`src/ddrmb_map.svh`:
```
`ifndef DDRMB_MAP_SVH
`define DDRMB_MAP_SVH

// positions inside the synchronised pin vector
`define DDRMB_SY_RSTN   0
`define DDRMB_SY_CSN    1
`define DDRMB_SY_CKP    2
`define DDRMB_SY_CKN    3
`define DDRMB_SY_PSCP   4
`define DDRMB_SY_PSCN   5
`define DDRMB_SY_RW_DATA_STROBE   6
`define DDRMB_SY_DQ     7
`define DDRMB_SY_W      15
// reset value of the pin vector: reset and chip select idle high
`define DDRMB_SY_INIT   15'h0003

// command-address phase: six bytes, read flag in the top bit
`define DDRMB_CA_BYTES  3'd6
`define DDRMB_CA_RD_BIT 47

// default latency count, in bus clock rising edges, before doubling
`define DDRMB_LAT_CLKS  6
`define DDRMB_FIFO_DEPTH 4
`define DDRMB_MEM_BYTES 16

`endif

```
`src/ddrmb_pkg.sv`:
```
package ddrmb_pkg;

  // transaction phases seen on the bus
  typedef enum logic [2:0]
  {
    DDRMB_IDLE,
    DDRMB_CA,
    DDRMB_LAT,
    DDRMB_RD,
    DDRMB_WR,
    DDRMB_DONE
  } ddrmb_state_t;

endpackage : ddrmb_pkg

```
`src/ddrmb_fifo.sv`:
```
module ddrmb_fifo #(
  parameter int WIDTH = 8,
  parameter int DEPTH = 4
) (
  input  wire logic             ref_clk,
  input  wire logic             rst,
  input  wire logic             ce,
  input  wire logic             flush,
  input  wire logic [WIDTH-1:0] in_data,
  input  wire logic             in_valid,
  output logic                  in_ready,
  output logic [WIDTH-1:0]      out_data,
  output logic                  out_valid,
  input  wire logic             out_ready
);

  localparam int AW = (DEPTH > 1) ? $clog2(DEPTH) : 1;

  logic [WIDTH-1:0] mem_q [DEPTH];
  logic [AW-1:0]    wr_ptr_q;
  logic [AW-1:0]    rd_ptr_q;
  logic [AW:0]      count_q;
  logic             push;
  logic             pop;

  ////////////////////////////////////////////////////////////////////////////
  // full and empty come straight from the occupancy count
  assign in_ready  = (count_q != (AW + 1)'(DEPTH));
  assign out_valid = (count_q != '0);
  assign out_data  = mem_q[rd_ptr_q];
  assign push      = in_valid && in_ready;
  assign pop       = out_valid && out_ready;

  // storage has no reset: only entries below the count are ever read
  always_ff @(posedge ref_clk)
  begin
    if (ce && push)
    begin
      mem_q[wr_ptr_q] <= in_data;
    end
  end

  // pointers wrap at depth, so depth need not be a power of two
  always_ff @(posedge ref_clk or posedge rst)
  begin
    if (rst)
    begin
      wr_ptr_q <= '0;
      rd_ptr_q <= '0;
      count_q  <= '0;
    end
    else if (ce)
    begin
      if (flush)
      begin
        wr_ptr_q <= '0;
        rd_ptr_q <= '0;
        count_q  <= '0;
      end
      else
      begin
        if (push)
        begin
          wr_ptr_q <= (wr_ptr_q == AW'(DEPTH - 1)) ? '0 : wr_ptr_q + 1'b1;
        end
        if (pop)
        begin
          rd_ptr_q <= (rd_ptr_q == AW'(DEPTH - 1)) ? '0 : rd_ptr_q + 1'b1;
        end
        count_q <= count_q + (AW + 1)'(push) - (AW + 1)'(pop);
      end
    end
  end

endmodule : ddrmb_fifo

```
`src/ddrmb_device.sv`:
```
// Operation
// - with centre-aligned option on, strobe edges follow the shifted clock.
// - shifted clock pair is ignored during writes; host holds it static.
// - differential mode uses both shifted lines, otherwise only true line.
// - chip select falling starts a transaction, rising ends it.
// - bytes reference clock crossings; single-ended mode ignores complement.
// - bus clock may stop or be gated; nothing needs a running clock.
// - reads: device drives strobe with data; writes: host strobe masks bytes.
// - strobe is driven at every transaction start to flag extra latency.
// - stacked device always signals and uses doubled initial latency.
// - command-address and data bytes share the eight-bit data bus.
// - hardware reset low: go idle, float strobe and data lines.
`include "ddrmb_map.svh"

module ddrmb_device
  import ddrmb_pkg::*;
#(
  parameter int LAT_CLKS  = `DDRMB_LAT_CLKS,
  parameter int MEM_BYTES = `DDRMB_MEM_BYTES,
  parameter int FIFO_DEPTH = `DDRMB_FIFO_DEPTH
) (
  input  wire logic       ref_clk,
  input  wire logic       rst,
  input  wire logic       ce,
  input  wire logic       diff_clk_mode,
  input  wire logic       center_aligned_read_strobe,
  input  wire logic       hw_reset_n,
  input  wire logic       cs_n,
  input  wire logic       bus_clk_p,
  input  wire logic       bus_clk_n,
  input  wire logic       shifted_clk_p,
  input  wire logic       shifted_clk_n,
  input  wire logic [7:0] dq_in,
  output logic      [7:0] dq_out,
  output logic            dq_oe_n,
  input  wire logic       rw_data_strobe_in,
  output logic            rw_data_strobe_out,
  output logic            rw_data_strobe_oe_n
);

  localparam int AW = $clog2(MEM_BYTES);
  localparam int LAT_TOTAL = 2 * LAT_CLKS;
  localparam int LW = $clog2(LAT_TOTAL + 1);

  logic [`DDRMB_SY_W-1:0] raw;
  logic [`DDRMB_SY_W-1:0] sy1_q;
  logic [`DDRMB_SY_W-1:0] sy2_q;
  logic [`DDRMB_SY_W-1:0] sy3_q;
  logic [`DDRMB_SY_W-1:0] flt_q;
  logic [`DDRMB_SY_W-1:0] flt_d;
  logic                   ck_lvl_q;
  logic                   ck_lvl_d;
  logic                   psc_lvl_q;
  logic                   psc_lvl_d;
  logic                   ck_edge;
  logic                   ck_rise;
  logic                   psc_edge;
  logic                   strobe_edge;
  logic                   active;
  logic                   cs_prev_q;
  logic [7:0]             dq_s;
  ddrmb_state_t           st_q;
  logic [2:0]             ca_cnt_q;
  logic [47:0]            ca_q;
  logic [47:0]            ca_next;
  logic [LW-1:0]          lat_cnt_q;
  logic                   is_rd_q;
  logic [AW-1:0]          addr_q;
  logic [7:0]             mem_q [MEM_BYTES];
  logic                   ca_done;
  logic                   fill_ready;
  logic                   fill_valid;
  logic [7:0]             pop_data;
  logic                   pop_valid;
  logic                   pop;
  logic [7:0]             dq_out_q;
  logic                   dq_oe_n_q;
  logic                   rw_data_strobe_q;
  logic                   rw_data_strobe_oe_n_q;

  ////////////////////////////////////////////////////////////////////////////
  // every pin from the host passes three flops; a level counts once the
  // second and third stage agree, which rejects a single metastable sample
  assign raw = {dq_in, rw_data_strobe_in, shifted_clk_n, shifted_clk_p,
                bus_clk_n, bus_clk_p, cs_n, hw_reset_n};

  always_ff @(posedge ref_clk or posedge rst)
  begin
    if (rst)
    begin
      sy1_q <= `DDRMB_SY_INIT;
      sy2_q <= `DDRMB_SY_INIT;
      sy3_q <= `DDRMB_SY_INIT;
      flt_q <= `DDRMB_SY_INIT;
    end
    else if (ce)
    begin
      sy1_q <= raw;
      sy2_q <= sy1_q;
      sy3_q <= sy2_q;
      flt_q <= flt_d;
    end
  end

  // per-bit agreement filter
  for (genvar gi = 0; gi < `DDRMB_SY_W; gi++)
  begin : g_flt
    assign flt_d[gi] = (sy2_q[gi] == sy3_q[gi]) ? sy3_q[gi] : flt_q[gi];
  end

  assign active = flt_q[`DDRMB_SY_RSTN] && !flt_q[`DDRMB_SY_CSN];
  assign dq_s   = flt_q[`DDRMB_SY_DQ +: 8];

  ////////////////////////////////////////////////////////////////////////////
  // clock levels: in differential mode a level only changes at a crossing,
  // so while both lines read alike the old level holds
  always_comb
  begin
    ck_lvl_d  = ck_lvl_q;
    psc_lvl_d = psc_lvl_q;
    if (!diff_clk_mode ||
        (flt_q[`DDRMB_SY_CKP] != flt_q[`DDRMB_SY_CKN]))
    begin
      ck_lvl_d = flt_q[`DDRMB_SY_CKP];
    end
    if (!diff_clk_mode ||
        (flt_q[`DDRMB_SY_PSCP] != flt_q[`DDRMB_SY_PSCN]))
    begin
      psc_lvl_d = flt_q[`DDRMB_SY_PSCP];
    end
  end

  // edges only, never periods: a stopped clock simply yields no edge
  assign ck_edge  = (ck_lvl_d != ck_lvl_q);
  assign ck_rise  = ck_edge && ck_lvl_d;
  assign psc_edge = (psc_lvl_d != psc_lvl_q);
  // shifted clock only matters in a read; in writes it is ignored
  assign strobe_edge = (st_q == DDRMB_RD) &&
                       (center_aligned_read_strobe ? psc_edge : ck_edge);

  always_ff @(posedge ref_clk or posedge rst)
  begin
    if (rst)
    begin
      ck_lvl_q  <= 1'b0;
      psc_lvl_q <= 1'b0;
      cs_prev_q <= 1'b1;
    end
    else if (ce)
    begin
      ck_lvl_q  <= ck_lvl_d;
      psc_lvl_q <= psc_lvl_d;
      cs_prev_q <= flt_q[`DDRMB_SY_CSN];
    end
  end

  ////////////////////////////////////////////////////////////////////////////
  // transaction sequencer
  assign ca_next = {ca_q[39:0], dq_s};
  assign ca_done = (st_q == DDRMB_CA) && ck_edge &&
                   (ca_cnt_q == `DDRMB_CA_BYTES - 3'd1);

  always_ff @(posedge ref_clk or posedge rst)
  begin
    if (rst)
    begin
      st_q      <= DDRMB_IDLE;
      ca_cnt_q  <= 3'h0;
      ca_q      <= 48'h0;
      lat_cnt_q <= '0;
      is_rd_q   <= 1'b0;
    end
    else if (ce)
    begin
      if (!active)
      begin
        st_q <= DDRMB_IDLE;
      end
      else
      begin
        case (st_q)
          DDRMB_IDLE:
          begin
            // only a real high-to-low select starts a transaction
            if (cs_prev_q)
            begin
              st_q     <= DDRMB_CA;
              ca_cnt_q <= 3'h0;
            end
          end
          DDRMB_CA:
          begin
            // both clock edges carry a byte on the shared bus
            if (ck_edge)
            begin
              ca_q     <= ca_next;
              ca_cnt_q <= ca_cnt_q + 3'd1;
            end
            if (ca_done)
            begin
              st_q      <= DDRMB_LAT;
              lat_cnt_q <= '0;
              is_rd_q   <= ca_next[`DDRMB_CA_RD_BIT];
            end
          end
          DDRMB_LAT:
          begin
            // latency is always the doubled count
            if (ck_rise)
            begin
              lat_cnt_q <= lat_cnt_q + 1'b1;
              if (lat_cnt_q == LW'(LAT_TOTAL - 1))
              begin
                st_q <= is_rd_q ? DDRMB_RD : DDRMB_WR;
              end
            end
          end
          DDRMB_RD, DDRMB_WR, DDRMB_DONE:
          begin
            st_q <= st_q; // held until select rises
          end
          default:
          begin
            st_q <= DDRMB_IDLE;
          end
        endcase
      end
    end
  end

  ////////////////////////////////////////////////////////////////////////////
  // address and array: writes land straight from the bus, reads prefetch
  // into the fifo so a pop on a bus edge never waits on the array
  always_ff @(posedge ref_clk or posedge rst)
  begin
    if (rst)
    begin
      addr_q <= '0;
    end
    else if (ce)
    begin
      if (ca_done)
      begin
        addr_q <= ca_next[AW-1:0];
      end
      else if ((st_q == DDRMB_WR && ck_edge) || (fill_valid && fill_ready))
      begin
        addr_q <= addr_q + 1'b1;
      end
    end
  end

  // host strobe high masks the byte on that edge
  always_ff @(posedge ref_clk)
  begin
    if (ce && active && st_q == DDRMB_WR && ck_edge &&
        !flt_q[`DDRMB_SY_RW_DATA_STROBE])
    begin
      mem_q[addr_q] <= dq_s;
    end
  end

  // prefetch stalls whenever the fifo reports full
  assign fill_valid = active && is_rd_q &&
                      (st_q == DDRMB_LAT || st_q == DDRMB_RD);
  assign pop = (st_q == DDRMB_RD) && ck_edge;

  ddrmb_fifo #(
    .WIDTH (8),
    .DEPTH (FIFO_DEPTH)
  ) u_fifo (
    .ref_clk   (ref_clk),
    .rst       (rst),
    .ce        (ce),
    .flush     (st_q == DDRMB_IDLE),
    .in_data   (mem_q[addr_q]),
    .in_valid  (fill_valid),
    .in_ready  (fill_ready),
    .out_data  (pop_data),
    .out_valid (pop_valid),
    .out_ready (pop)
  );

  ////////////////////////////////////////////////////////////////////////////
  // read data changes on main clock edges; strobe toggles on its own edge
  always_ff @(posedge ref_clk or posedge rst)
  begin
    if (rst)
    begin
      dq_out_q <= 8'h00;
      rw_data_strobe_q   <= 1'b0;
    end
    else if (ce)
    begin
      if (pop && pop_valid)
      begin
        dq_out_q <= pop_data;
      end
      if (st_q == DDRMB_CA)
      begin
        rw_data_strobe_q <= 1'b1; // extra latency always flagged
      end
      else if (st_q == DDRMB_LAT)
      begin
        rw_data_strobe_q <= 1'b0;
      end
      else if (strobe_edge)
      begin
        rw_data_strobe_q <= !rw_data_strobe_q;
      end
    end
  end

  // enables are low while driving; release on select high or reset pin low
  always_ff @(posedge ref_clk or posedge rst)
  begin
    if (rst)
    begin
      dq_oe_n_q   <= 1'b1;
      rw_data_strobe_oe_n_q <= 1'b1;
    end
    else if (ce)
    begin
      dq_oe_n_q   <= !(active && st_q == DDRMB_RD);
      rw_data_strobe_oe_n_q <= !(active && (st_q == DDRMB_CA ||
                       (st_q == DDRMB_LAT && is_rd_q) ||
                       st_q == DDRMB_RD));
    end
  end

  assign dq_out              = dq_out_q;
  assign dq_oe_n             = dq_oe_n_q;
  assign rw_data_strobe_out  = rw_data_strobe_q;
  assign rw_data_strobe_oe_n = rw_data_strobe_oe_n_q;

endmodule : ddrmb_device

```
`config.mk`:
```
export PLATFORM = sky130hd
export DESIGN_NAME = ddrmb_device
export DESIGN_NICKNAME = d
export VERILOG_FILES = /design/src/ddrmb_pkg.sv /design/src/ddrmb_fifo.sv /design/src/ddrmb_device.sv
export VERILOG_INCLUDE_DIRS = /design/src /design/src/src
export SDC_FILE = /design/constraint.sdc
export NUM_CORES = 1
export LEC_CHECK = 0
export ABC_AREA = 1
export BUFFER_PORTS_ARGS = -buffer_cell sky130_fd_sc_hd__buf_2
export CAP_MARGIN = 10
export CORE_MARGIN = 4
export CORE_UTILIZATION = 30
export DETAILED_ROUTE_END_ITERATION = 6
export GPL_TIMING_DRIVEN = 0
export PLACE_DENSITY = 0.56
export SYNTH_ARGS = -nofsm -noshare
export SYNTH_HDL_FRONTEND = slang
export SYNTH_SLANG_ARGS = --single-unit
```
`constraint.sdc`:
```
create_clock -name ref_clk -period 2.96 [get_ports ref_clk]
set_input_delay 0.296 -clock ref_clk [delete_from_list [all_inputs] [get_ports ref_clk]]
set_output_delay 0.296 -clock ref_clk [all_outputs]
set_load 0.02 [all_outputs]
```
==> results.json <==
{
  "dr.pass1.iters": 7,
  "slew_viol_final": 0,
  "drt_wl_total_microns": 25400,
  "worstPathCellList": "o31ai_1, ha_1, inv_1, nand4_1, nor3_2, nand2_1, nor2_2",
  "synth_top_family_by_area": "simple AND/OR/NAND/NOR gates",
  "gr-total-overflow": 0,
  "synthAdderAreaFrac": 0.0182,
  "fin_area_sq_mm": 0.0127,
  "wl_per_cell_microns": 16.5,
  "internal_power_mw": 6.87,
  "cts.sinks": 261,
  "clock_power_share": 0.387,
  "setup_viol": 0,
  "min_from": "center_aligned_read_strobe",
  "place_ws_ps": -130,
  "synth_edf_count": 160,
  "post-route-period-util": 0.972,
  "cts_tree": "done",
  "antenna_cells": 0,
  "power_density_mw_per_mm2": 745,
  "yosys.area_share.simple": 0.142,
  "setup.worst_path.class": "register to register",
  "cts_root_buf": "clkbuf_16",
  "fmax_mhz": 348,
  "htree_num_levels": 1,
  "synth.distinct_cells": 32,
  "crit_slowest_cell": "nor2_2",
  "p_leak_nw": 4.93,
  "die_h_microns": 197,
  "fp-row-count": 68,
  "grt_pass1_vias": 7575,
  "rr_worst_depth": 7,
  "vias_per_cell": 4.78,
  "cts-buffers-inserted": 28,
  "path_buf_inv": 1,
  "syn_avg_cell_area_sq_um": 10.9,
  "final-hold-violation-count": 0,
  "io_buffers": 30,
  "worstHoldPathType": "input pin to register",
  "synth_cells": 986,
  "synthTopCellsByArea": "edfxtp_1, dfrtp_1, o21ai_0",
  "critical-path-max-stage-delay_ps": 470,
  "syn-cell-area_sq_mm": 0.0107,
  "crit_fanout": 8,
  "synth_compound_area_frac": 0.110,
  "gp_congestion": 0.820,
  "ys_seq_elements": 261,
  "dp_hpwl_microns": 16500,
  "arrival_ps": 3050,
  "io_pins": 31,
  "clkTransAtPathRegs_ps": 60,
  "synth-xor-area-share": 0.00409,
  "r2r-end": "mem_q[2][1]$_DFFE_PP_",
  "grt_pass1_wl_microns": 41100,
  "timing.rr.start": "flt_q[3]$_DFFE_PP0P_",
  "ys.warnings.count": 0,
  "dpl_cell_area_sq_mm": 0.0115,
  "p_sw_frac": 0.271,
  "drive_above_1_share": 0.112,
  "nets": 1098,
  "cts_buffer_depth": 3,
  "maxSlewHeadroom": 0.417,
  "outcome": "finished, final reports clean",
  "min_period_ps": 2880,
  "synth_largest_area_cell": "edfxtp_1",
  "drc_errors": 0,
  "grt_max_degree": 69,
  "postSynth.asyncResetShare": 0.387,
  "setup-tns-final_ps": 0,
  "route.vias.total": 7365,
  "synth_fp_nets": 1021,
  "clock_skew_ps": 11.5,
  "syn2layout_area_growth_pct": 18.2,
  "cp_top_family": "simple AND/OR/NAND/NOR gates",
  "max-vdd-ir-drop_v": 0.000430,
  "setup_ws_ps": 84.2,
  "comb_power_share": 0.135,
  "start_util": 0.307,
  "synth_top_area_share": 0.448,
  "drt-initial-drc-count": 535,
  "p_sw_mw": 2.56,
  "maxCapViolations": 0,
  "coreArea_sq_mm": 0.0349,
  "synthFlopType": "edfxtp_1",
  "die_w_microns": 197,
  "placed_cells": 1472,
  "ant_nets": 0,
  "yosysSeqAreaShare": 0.686,
  "cp-start-kind": "register",
  "rsz0062_at_grt": "yes",
  "grt_antenna_before_repair": 0,
  "track_usage": 0.131,
  "fin_cells": 1540,
  "worstHoldEndpoint": "rw_data_strobe_out$_DFFE_PP0P_",
  "cp-end-kind": "register",
  "synth.area.mux_share": 0.000934,
  "p_seq_frac": 0.478,
  "cp.required_ps": 3130,
  "final_core_util": 0.363,
  "hold_depth": 6,
  "rrSetupSlack_ps": 80,
  "clk_latency_ps": 530,
  "tightestPinTransition_ps": 872,
  "die_area_sq_mm": 0.0388
}
[sequential cells by signal, indices dropped and copies added, names as in the netlist, 2 cells and up]
register,cells
ca_cnt_q,3
flt_q,15
u_fifo.mem_q,32
addr_q,4
ca_q,5
dq_out,8
st_q,3
u_fifo.wr_ptr_q,2
sy3_q,15
lat_cnt_q,4
mem_q,128
sy1_q,15
sy2_q,15
u_fifo.count_q,3
u_fifo.rd_ptr_q,2
[layout make-up]
type	instances	area [sq um]
plain buffers	40	156
clock buffers	43	822
clock inverters	9	149
fillers	3457	22200
inverters	68	258
multi-input cells	617	3020
flip-flops and latches	261	7350
well taps	455	569
repair buffers	47	338
[per-layer routing]
layer | part of all wire | global-route usage
met5 | 0 | 0
met4 | 0.023 | 0.0380
met3 | 0.053 | 0.0169
met2 | 0.46 | 0.212
met1 | 0.46 | 0.185
[synthesized netlist by cell type (all sizes together) (8+ instances only)]
| cell type | n |
|---|---|
| dfrtp | 90 |
| ha | 14 |
| edfxtp | 160 |
| nand2 | 190 |
| o22ai | 42 |
| inv | 68 |
| nor2 | 140 |
| clkbuf | 29 |
| nand4 | 11 |
| o211ai | 8 |
| nand3 | 27 |
| dfstp | 11 |
| buf | 11 |
| o21ai | 163 |
[how the worst max path moves through the flow]
stage                         start                     to  slack (ps)  cells past startpoint
3_5_place_dp          diff_clk_mode  mem_q[3][3]$_DFFE_PP_        -130                      9
6_report       flt_q[3]$_DFFE_PP0P_  mem_q[2][1]$_DFFE_PP_          80                      7
4_1_cts        flt_q[3]$_DFFE_PP0P_  mem_q[7][6]$_DFFE_PP_         -40                      7
3_3_place_gp                    rst  sy3_q[12]$_DFFE_PP0P_       -1320                      2
5_1_grt        flt_q[3]$_DFFE_PP0P_  mem_q[6][0]$_DFFE_PP_        -130                      7
2_1_floorplan                   rst  addr_q[0]$_DFFE_PP0P_          40                      1
[cell families after synthesis]
kind of cell	Yosys count
simple gates	376
buf+inv	108
compound gates	220
xor+xnor	5
flops	261
fa+ha+maj	15
mux	1
[power groups by stage]
stage                     clock network [mW]  registers (mW)  logic (mW)
final                                   3.65            4.51        1.27
after global routing                    3.88            4.55        1.45
after global placement                     0            4.57        1.22
after floorplan                            0            4.46       0.824
after detailed placement                   0            4.58        1.24
after CTS                               3.72            4.51        1.27
[layout by cell type, fill, tap and decap left out, types with 14 or more instances in the layout]
master and count:
nand2_1 187, o21ai_0 162, edfxtp_1 160, nor2_1 123, dfrtp_1 90, inv_1 63, o22ai_1 42, clkbuf_1 38
buf_2 35, clkbuf_16 29, nand3_1 26, dlygate4sd3_1 16, ha_1 14
[stage by stage]
step	hold slack, ps	total power, mW
3_3_place_gp	453	5.79
2_1_floorplan	410	5.29
5_1_grt	229	9.87
6_report	171	9.43
4_1_cts	151	9.50
3_5_place_dp	360	5.83
[worst register-to-register path, stage by stage, from the launching register on]
cell and delay, ps:
dfrtp_1 390, o31ai_1 380, ha_1 340, inv_1 150
nand4_1 160, nor3_2 290, nand2_1 330, nor2_2 480
[timing repair]
action                                 CTS  global route
setup buffers                            0             0
endpoints found under the hold margin   46             0
hold buffers                            16             0
setup endpoints to repair               49           128
gates resized for setup                  9            12
Note: power is estimated with default switching activity, not from simulation.
